**config.mk**
```make
export PLATFORM = sky130hd
export DESIGN_NAME = nfb_host
export DESIGN_NICKNAME = d
export VERILOG_FILES = /design/src/hdl/nfb_pkg.sv /design/src/hdl/nfb_host.sv
export SDC_FILE = /design/constraint.sdc
export NUM_CORES = 1
export LEC_CHECK = 0
export BUFFER_PORTS_ARGS = -buffer_cell sky130_fd_sc_hd__buf_4
export CELL_PAD_IN_SITES_DETAIL_PLACEMENT = 0
export CELL_PAD_IN_SITES_GLOBAL_PLACEMENT = 1
export CORE_ASPECT_RATIO = 1.4
export CORE_MARGIN = 2
export CORE_UTILIZATION = 42
export CTS_BUF_LIST = sky130_fd_sc_hd__clkbuf_16
export DETAILED_ROUTE_END_ITERATION = 8
export PLACE_DENSITY_LB_ADDON = 0.15
export SYNTH_ARGS = -nofsm -noshare
export SYNTH_HDL_FRONTEND = slang
export SYNTH_SLANG_ARGS = --single-unit
```
**constraint.sdc**
```tcl
create_clock -name core_clk -period 5.19 [get_ports core_clk]
set_input_delay 0.7785 -clock core_clk [delete_from_list [all_inputs] [get_ports core_clk]]
set_output_delay 0.7785 -clock core_clk [all_outputs]
set_load 0.05 [all_outputs]
```
**src/hdl/nfb_pkg.sv**
```systemverilog
package nfb_pkg;

    // ----------------------------------------------------------------
    // Geometry
    // ----------------------------------------------------------------
    localparam int ADDR_W         = 22;
    localparam int DATA_W         = 16;
    localparam int SECT_LO        = 12;
    localparam int SECT_HI        = 21;
    localparam int SECT_IGN       = 3;
    localparam int BUF_MAX_WORDS  = 16;
    localparam int BUF_MAX_BYTES  = 32;

    // ----------------------------------------------------------------
    // Timing in ns and cycles at 100 MHz
    // ----------------------------------------------------------------
    localparam int CLK_NS         = 10;
    localparam int CE_ACCESS_NS   = 90;
    localparam int ADDR_ACCESS_NS = 90;
    localparam int SLEEP_EXTRA_NS = 30;
    localparam int CLEAR_PULSE_NS = 500;
    localparam int WR_PULSE_NS    = 40;
    localparam int CE_ACC_CYC     = (CE_ACCESS_NS + CLK_NS - 1) / CLK_NS;
    localparam int CLEAR_CYC      = (CLEAR_PULSE_NS + CLK_NS - 1) / CLK_NS;
    localparam int WR_CYC         = (WR_PULSE_NS + CLK_NS - 1) / CLK_NS;
    localparam int CNT_W          = 8;

    // ----------------------------------------------------------------
    // Requests
    // ----------------------------------------------------------------
    typedef enum logic [2:0] {
        NFB_OP_READ   = 3'h0,
        NFB_OP_WRITE  = 3'h1,
        NFB_OP_CLEAR  = 3'h2,
        NFB_OP_ACCEL  = 3'h3,
        NFB_OP_IDLE   = 3'h4
    } nfb_op_t;

    typedef struct packed {
        nfb_op_t               op;
        logic [ADDR_W-1:0]     addr;
        logic [DATA_W-1:0]     data;
    } nfb_req_t;

    typedef struct packed {
        logic                  chip_sel_n;
        logic                  out_en_n;
        logic                  wr_strobe_n;
        logic                  clear_n;
    } nfb_strobe_t;

endpackage

```
**src/hdl/nfb_host.sv**
```systemverilog
`timescale 1ns/100ps
// Contract
// RULE1 - Commands are written with write strobe and chip select low, output enable high.
// RULE2 - In short program mode a program takes two write cycles, not four.
// RULE3 - Erase can target one sector, several sectors or the whole device.
// RULE4 - One buffer load holds at most 16 words or 32 bytes.
// RULE5 - High-voltage accelerate input enters short program mode and lifts protection.
// RULE6 - Accelerated programming uses two-cycle sequence; dropping high voltage restores normal.
// RULE7 - Host keeps accelerate input high-voltage only during accelerated programming.
// RULE8 - Identification command makes reads return register codes on low byte.
// RULE9 - In standby the device data outputs float regardless of output enable.
// RULE10 - Standby with chip select and clear high; first read waits chip-enable access.
// RULE11 - Deselecting during program or erase does not abort it.
// RULE12 - Stable address for access time plus 30 ns enters automatic sleep.
// RULE13 - Sleep keeps last data latched; address change gives new data normally.
// RULE14 - Clear pin low for minimum width aborts, tri-states, ignores accesses.
// RULE15 - Hardware clear returns the device to array read.
// RULE16 - Host restarts program or erase interrupted by a hardware clear; this host does not, it only pulses clear_done when the clear pulse ends.
// RULE17 - Output enable high floats the device data pins.
// RULE18 - Sector number comes from the same upper address bits in both configurations.
// RULE19 - After power-up or clear, plain reads return array data.
// RULE20 - Uniform sector is 32 Kwords, upper sector bits, lowest three ignored.
module nfb_host #(
    parameter int CLEAR_CYCLES = nfb_pkg::CLEAR_CYC
) (
    input  wire logic                      core_clk,
    input  wire logic                      rst,
    input  wire logic                      clk_en,
    input  wire nfb_pkg::nfb_req_t         req,
    input  wire logic                      req_valid,
    output logic                           req_ready,
    output logic                           rd_valid,
    output logic [nfb_pkg::DATA_W-1:0]     rd_data,
    output logic                           clear_done,
    output nfb_pkg::nfb_strobe_t           strobes,
    output logic [nfb_pkg::ADDR_W-1:0]     flash_addr,
    output logic [nfb_pkg::DATA_W-1:0]     dq_out,
    output logic                           dq_oe,
    input  wire logic [nfb_pkg::DATA_W-1:0] dq_in,
    output logic                           accel_program_input
);

    // Counter is CNT_W bits; a one-cycle pulse is too short for the pin
    if (CLEAR_CYCLES < 2 || CLEAR_CYCLES > 255) begin : g_bad_clear
        $error("CLEAR_CYCLES out of range");
    end

    // ----------------------------------------------------------------
    // Sequencer
    // ----------------------------------------------------------------
    typedef enum logic [4:0] {
        ST_IDLE  = 5'b00001,
        ST_READ  = 5'b00010,
        ST_WRITE = 5'b00100,
        ST_RECOV = 5'b01000,
        ST_CLEAR = 5'b10000
    } nfb_state_t;

    nfb_state_t                    state_r, state_nxt;
    logic [nfb_pkg::CNT_W-1:0]     cnt_r, cnt_nxt;
    nfb_pkg::nfb_strobe_t          strobes_r, strobes_nxt;
    logic [nfb_pkg::ADDR_W-1:0]    addr_r, addr_nxt;
    logic [nfb_pkg::DATA_W-1:0]    dout_r, dout_nxt;
    logic                          oe_r, oe_nxt;
    logic                          accel_r, accel_nxt;
    logic                          ready_r, ready_nxt;
    logic                          rdv_r, rdv_nxt;
    logic [nfb_pkg::DATA_W-1:0]    rdat_r, rdat_nxt;
    logic                          cdone_r, cdone_nxt;
    logic [nfb_pkg::DATA_W-1:0]    dq_s1_r, dq_s2_r, dq_s3_r;

    // Data pins come from another timing domain: three stages
    always_ff @(posedge core_clk) begin
        if (rst) begin
            dq_s1_r <= 16'h0000;
            dq_s2_r <= 16'h0000;
            dq_s3_r <= 16'h0000;
        end else if (clk_en) begin
            dq_s1_r <= dq_in;
            dq_s2_r <= dq_s1_r;
            dq_s3_r <= dq_s2_r;
        end
    end

    always_comb begin
        state_nxt   = state_r;
        cnt_nxt     = cnt_r;
        strobes_nxt = strobes_r;
        addr_nxt    = addr_r;
        dout_nxt    = dout_r;
        oe_nxt      = oe_r;
        accel_nxt   = accel_r;
        ready_nxt   = 1'b0;
        rdv_nxt     = 1'b0;
        rdat_nxt    = rdat_r;
        cdone_nxt   = 1'b0;
        case (state_r)
            ST_IDLE: begin
                ready_nxt = 1'b1;
                if (req_valid && ready_r) begin
                    ready_nxt = 1'b0;
                    addr_nxt  = req.addr;
                    case (req.op)
                        nfb_pkg::NFB_OP_READ: begin
                            // Full chip-enable access covers standby exit
                            strobes_nxt.chip_sel_n = 1'b0;          // [RULE10]
                            strobes_nxt.out_en_n   = 1'b0;
                            cnt_nxt   = 8'(nfb_pkg::CE_ACC_CYC + 2);
                            state_nxt = ST_READ;
                        end
                        nfb_pkg::NFB_OP_WRITE, nfb_pkg::NFB_OP_ACCEL: begin
                            strobes_nxt.chip_sel_n  = 1'b0;         // [RULE1]
                            strobes_nxt.wr_strobe_n = 1'b0;         // [RULE1]
                            strobes_nxt.out_en_n    = 1'b1;         // [RULE1]
                            // One request, one bus write: sequence length is the requester's
                            dout_nxt  = req.data;                   // [RULE2] [RULE4]
                            oe_nxt    = 1'b1;
                            // Raised only while an accelerated write runs
                            accel_nxt = (req.op == nfb_pkg::NFB_OP_ACCEL); // [RULE7] [RULE6]
                            cnt_nxt   = 8'(nfb_pkg::WR_CYC);
                            state_nxt = ST_WRITE;
                        end
                        nfb_pkg::NFB_OP_CLEAR: begin
                            strobes_nxt.clear_n    = 1'b0;          // [RULE14]
                            strobes_nxt.chip_sel_n = 1'b1;
                            cnt_nxt   = 8'(CLEAR_CYCLES);
                            state_nxt = ST_CLEAR;
                        end
                        default: begin
                            // Standby: deselect, clear high
                            strobes_nxt.chip_sel_n = 1'b1;          // [RULE10]
                            accel_nxt = 1'b0;
                            state_nxt = ST_RECOV;
                            cnt_nxt   = 8'h01;
                        end
                    endcase
                end
            end
            ST_READ: begin
                cnt_nxt = cnt_r - 8'h01;
                // Waits while the last two pin stages disagree; a bus that never settles stalls
                if (cnt_r == 8'h01) begin
                    cnt_nxt = 8'h01;
                    if (dq_s2_r == dq_s3_r) begin
                        rdv_nxt   = 1'b1;
                        rdat_nxt  = dq_s3_r;
                        strobes_nxt.out_en_n = 1'b1;                // [RULE17]
                        state_nxt = ST_RECOV;
                    end
                end
            end
            ST_WRITE: begin
                cnt_nxt = cnt_r - 8'h01;
                if (cnt_r == 8'h01) begin
                    strobes_nxt.wr_strobe_n = 1'b1;
                    cnt_nxt   = 8'h01;
                    state_nxt = ST_RECOV;
                end
            end
            ST_CLEAR: begin
                cnt_nxt = cnt_r - 8'h01;
                if (cnt_r == 8'h01) begin
                    strobes_nxt.clear_n = 1'b1;
                    accel_nxt = 1'b0;
                    cdone_nxt = 1'b1;                               // [RULE16]
                    cnt_nxt   = 8'h01;
                    state_nxt = ST_RECOV;
                end
            end
            ST_RECOV: begin
                oe_nxt    = 1'b0;
                accel_nxt = 1'b0;                                   // [RULE6]
                state_nxt = ST_IDLE;
                ready_nxt = 1'b1;
            end
            default: begin
                state_nxt = ST_IDLE;
            end
        endcase
    end

    always_ff @(posedge core_clk) begin
        if (rst) begin
            state_r   <= ST_IDLE;
            cnt_r     <= 8'h00;
            strobes_r <= 4'hF;
            addr_r    <= 22'h000000;
            dout_r    <= 16'h0000;
            oe_r      <= 1'b0;
            accel_r   <= 1'b0;
            ready_r   <= 1'b0;
            rdv_r     <= 1'b0;
            rdat_r    <= 16'h0000;
            cdone_r   <= 1'b0;
        end else if (clk_en) begin
            state_r   <= state_nxt;
            cnt_r     <= cnt_nxt;
            strobes_r <= strobes_nxt;
            addr_r    <= addr_nxt;
            dout_r    <= dout_nxt;
            oe_r      <= oe_nxt;
            accel_r   <= accel_nxt;
            ready_r   <= ready_nxt;
            rdv_r     <= rdv_nxt;
            rdat_r    <= rdat_nxt;
            cdone_r   <= cdone_nxt;
        end
    end

    assign req_ready           = ready_r;
    assign rd_valid            = rdv_r;
    assign rd_data             = rdat_r;
    assign clear_done          = cdone_r;
    assign strobes             = strobes_r;
    assign flash_addr          = addr_r;
    assign dq_out              = dout_r;
    assign dq_oe               = oe_r;
    assign accel_program_input = accel_r;
endmodule

```
==> impl_metrics.prom <==
# TYPE chip_impl_metric gauge
chip_impl_metric{name="power.share.clock",unit="%"} 47.7
chip_impl_info{name="critPathCaptureType",value="flop"} 1
chip_impl_metric{name="grt_overflow_total",unit=""} 0
chip_impl_metric{name="io_pins",unit=""} 124
chip_impl_metric{name="first_pass_grt_wire_length",unit="um"} 20300
chip_impl_metric{name="buffer_ports.inserted",unit=""} 123
chip_impl_metric{name="share_of_flip_flops_with_an_asynchronous_set_or_reset_after_synthesis",unit="%"} 0
chip_impl_info{name="worstHoldPathType",value="flop to flop"} 1
chip_impl_metric{name="vdd_drop_max",unit="uV"} 295
chip_impl_metric{name="synth_top_area_share",unit="%"} 48.4
chip_impl_metric{name="static-leakage-power",unit="nW"} 2.78
chip_impl_metric{name="finalSetupViolCount",unit=""} 0
chip_impl_metric{name="maxCapViolations",unit=""} 0
chip_impl_metric{name="die_height",unit="um"} 135
chip_impl_metric{name="drive_gt1_share",unit="%"} 23.2
chip_impl_metric{name="post_cts_hold_buffer_count",unit=""} 0
chip_impl_metric{name="cp_slowest_stage_delay",unit="ps"} 600
chip_impl_metric{name="post_drt_via_cell_ratio",unit=""} 5.23
chip_impl_metric{name="tritoncts_buffers",unit=""} 17
chip_impl_metric{name="synthesis.area",unit="um^2"} 5130
chip_impl_metric{name="cp.required",unit="ps"} 5450
chip_impl_metric{name="drt.antenna.violating_nets",unit=""} 0
chip_impl_metric{name="antenna_cells",unit=""} 0
chip_impl_metric{name="die-area",unit="um^2"} 13100
chip_impl_metric{name="yosys_register_bits",unit=""} 124
chip_impl_info{name="most_used_standard_cells_in_the_synthesized_netlist",value="124 x dfxtp_1, 71 x nand2_1, 67 x a21oi_1"} 1
chip_impl_metric{name="clock_tree.buffer_depth",unit=""} 2
chip_impl_metric{name="slew_violations",unit=""} 0
chip_impl_metric{name="synth.net_count",unit=""} 647
chip_impl_info{name="ctsRootBufferMaster",value="clkbuf_16"} 1
chip_impl_metric{name="core",unit="um^2"} 11900
chip_impl_info{name="tritoncts_clock_tree",value="yes"} 1
chip_impl_metric{name="worst-path-max-fanout",unit=""} 16
chip_impl_metric{name="layout.nets",unit=""} 748
chip_impl_metric{name="routabilityCongestion",unit=""} 0.804
chip_impl_metric{name="first_global_vias",unit=""} 4189
chip_impl_metric{name="clk_transition_reported_paths",unit="ps"} 50
chip_impl_metric{name="wire_per_inst",unit="um"} 14.7
chip_impl_metric{name="combPwrFrac",unit="%"} 12.2
chip_impl_metric{name="tightest_slew",unit="ps"} 914
chip_impl_metric{name="post_cts_resize_count",unit=""} 0
chip_impl_metric{name="synthDistinctLibCells",unit=""} 52
chip_impl_metric{name="post_layout_nonfiller_instances",unit=""} 844
chip_impl_info{name="path_cells",value="nor4_1 -> and2_1 -> nand3_1 -> o21ai_0 -> a21oi_1"} 1
chip_impl_metric{name="ctsHtreeMaxLevel",unit=""} 4
chip_impl_metric{name="timing_hold_violations_final",unit=""} 0
chip_impl_metric{name="remaining_drc_errors",unit=""} 0
chip_impl_info{name="startpoint_type",value="flop"} 1
chip_impl_metric{name="cellPowerDensity",unit="nW/um^2"} 378
chip_impl_metric{name="totalNegativeSetupSlack",unit="ps"} 0
chip_impl_metric{name="pin_count_of_the_biggest_net_entering_global_routing",unit=""} 72
chip_impl_metric{name="finalCritPeriodShare",unit="%"} 49.8
chip_impl_metric{name="yosysSeqAreaShare",unit="%"} 48.4
chip_impl_info{name="slowest_stage",value="nor4_1"} 1
chip_impl_metric{name="dp.final_hpwl",unit="um"} 8680
chip_impl_metric{name="chipWidth",unit="um"} 97.4
chip_impl_metric{name="core_util_final",unit="%"} 56.1
chip_impl_metric{name="synth_enable_flop_cells",unit=""} 0
chip_impl_metric{name="start_util",unit="%"} 43.2
chip_impl_info{name="yosysMostFrequentCell",value="dfxtp_1"} 1
chip_impl_metric{name="synthesis_warnings",unit=""} 0
chip_impl_metric{name="netSwitchingPower",unit="W"} 0.000625
chip_impl_metric{name="netSwitchingFraction",unit="%"} 24.8
chip_impl_metric{name="placedCellCount",unit=""} 813
chip_impl_metric{name="period_minus_slack",unit="ps"} 2580
chip_impl_metric{name="cts.sinks",unit=""} 124
chip_impl_metric{name="seqPwrFrac",unit="%"} 40.1
chip_impl_metric{name="number_of_post_cts_setup_repair_buffers",unit=""} 0
chip_impl_info{name="ys.flop_type",value="dfxtp_1"} 1
chip_impl_metric{name="clkLatencyLatePin",unit="ps"} 400
chip_impl_metric{name="hold-worst-slack",unit="ps"} 453
chip_impl_info{name="rsz0062_at_grt",value="false"} 1
chip_impl_metric{name="routed_wirelength",unit="um"} 12400
chip_impl_info{name="setup.worst_path.class",value="flop to flop"} 1
chip_impl_metric{name="p_int",unit="W"} 0.00189
chip_impl_metric{name="detail_route.first_pass.iterations",unit=""} 4
chip_impl_metric{name="first_iter_violations",unit=""} 119
chip_impl_info{name="yosys.area.top_type",value="dfxtp_1"} 1
chip_impl_metric{name="fp-row-count",unit=""} 47
chip_impl_metric{name="synthesis.area_per_instance",unit="um^2"} 8.79
chip_impl_metric{name="max_slew_margin",unit="%"} 39.1
chip_impl_info{name="status",value="completed"} 1
chip_impl_metric{name="max_freq",unit="MHz"} 387
chip_impl_metric{name="worstPathArrival",unit="ps"} 2840
chip_impl_metric{name="grt.total_usage",unit="%"} 18.8
chip_impl_info{name="dominant_cells_by_area_after_synthesis",value="dfxtp_1 48%, mux2i_1 9.9%, a21oi_1 6.5%, nand2_1 5.2%, nor2_1 4.8%"} 1
chip_impl_metric{name="vias",unit=""} 4410
chip_impl_metric{name="synth_cells",unit=""} 584
chip_impl_metric{name="fillCellCount",unit=""} 1129
chip_impl_metric{name="antenna_found_initial",unit=""} 0
chip_impl_metric{name="area_delta_synth_final",unit="%"} 29.9
chip_impl_metric{name="fin_skew",unit="ps"} 7.79
==> logic make-up (layout without fill, tap and decap cells) <==
family                     after synthesis  count (layout)  share of synthesized area, %
muxes                                   53              53                          10.4
DFF                                    124             124                          48.4
AOI/OAI and AO/OA                      133             133                          14.9
adders and majority gates                2               2                         0.487
xor gates and xnor gates                19              19                          3.24
buffers and inverters                   49             162                          4.29
and+or+nand+nor                        204             204                          18.3
==> power groups by stage <==
stage	clock, W	sequential (W)	combinational, W
floorplan	0	0.00106	0.000181
global placement	0	0.00103	0.000305
detailed placement	0	0.00103	0.000308
CTS	0.00122	0.00101	0.000309
global route	0.00127	0.00102	0.000335
finish	0.00120	0.00101	0.000306
==> final cells by class <==
cell class              instances  area, um^2  share of cell area, %
multi-input cells             411        2440                   36.5
flip-flops and latches        124        2480                   37.2
clock buffers                  17         425                   6.38
well taps                     147         184                   2.76
repair buffers                125         938                   14.1
inverters                       6        22.5                  0.338
clock inverters                14         178                   2.67
==> sequential cells by signal (all words and copies together) (netlist names), 4 cells and up <==
register and cells:
strobes 4, dq_s1_r 16, dq_out 16, cnt_r 8
flash_addr 22, state_r 5, rd_data 16, dq_s2_r 16
dq_s3_r 16
==> final timing paths <==
check / from / endpoint / slack [ps] / cells past startpoint
max reg2reg: cnt_r[4]$_SDFFE_PP0P_ / rd_data[5]$_SDFFE_PP0P_ / 2610 / 5
max: cnt_r[4]$_SDFFE_PP0P_ / rd_data[5]$_SDFFE_PP0P_ / 2610 / 5
min: flash_addr[15]$_SDFFE_PP0P_ / flash_addr[15]$_SDFFE_PP0P_ / 450 / 2
min reg2reg: flash_addr[15]$_SDFFE_PP0P_ / flash_addr[15]$_SDFFE_PP0P_ / 450 / 2
==> cells in the final DEF, fill, tap and decap left out, types with 3 or more instances in the layout <==
cell type    n
a211oi_1     3
a21oi_1     67
a311oi_1     3
buf_4      125
bufinv_16    4
clkbuf_16   17
clkinv_1     4
dfxtp_1    124
inv_1        6
mux2i_1     51
nand2_1     71
nand2b_1     6
nand3_1     18
nand4_1      4
nor2_1      65
nor3_1      14
nor4_1       6
o21ai_0     37
o21ai_1      3
or4_1        3
xnor2_1     17
==> worst max-delay path: cells and delay by family, from the launching register on <==
kind	cells	cell delay, ps
AOI/OAI and AO/OA	2	490
DFF	1	340
and+or+nand+nor	3	1620
==> through the flow <==
step                power [W]  area (um^2)  setup slack [ps]
floorplan             0.00124         5130              3010
finish                0.00252         6670              2610
global route          0.00262         6670              2320
global placement      0.00133         6060              2330
CTS                   0.00254         6670              2560
detailed placement    0.00134         6060              2280
==> layer usage <==
| metal | global-route usage, % | up-vias | wire, um |
|---|---|---|---|
| met5 | 0 | - | 0 |
| met2 | 33.1 | 128 | 6300 |
| met4 | 7.48 | 0 | 198 |
| li1 | - | 2231 | - |
| met3 | 4.04 | 14 | 599 |
| met1 | 22.4 | 2037 | 5320 |
Power figures use the tool's default switching activity.
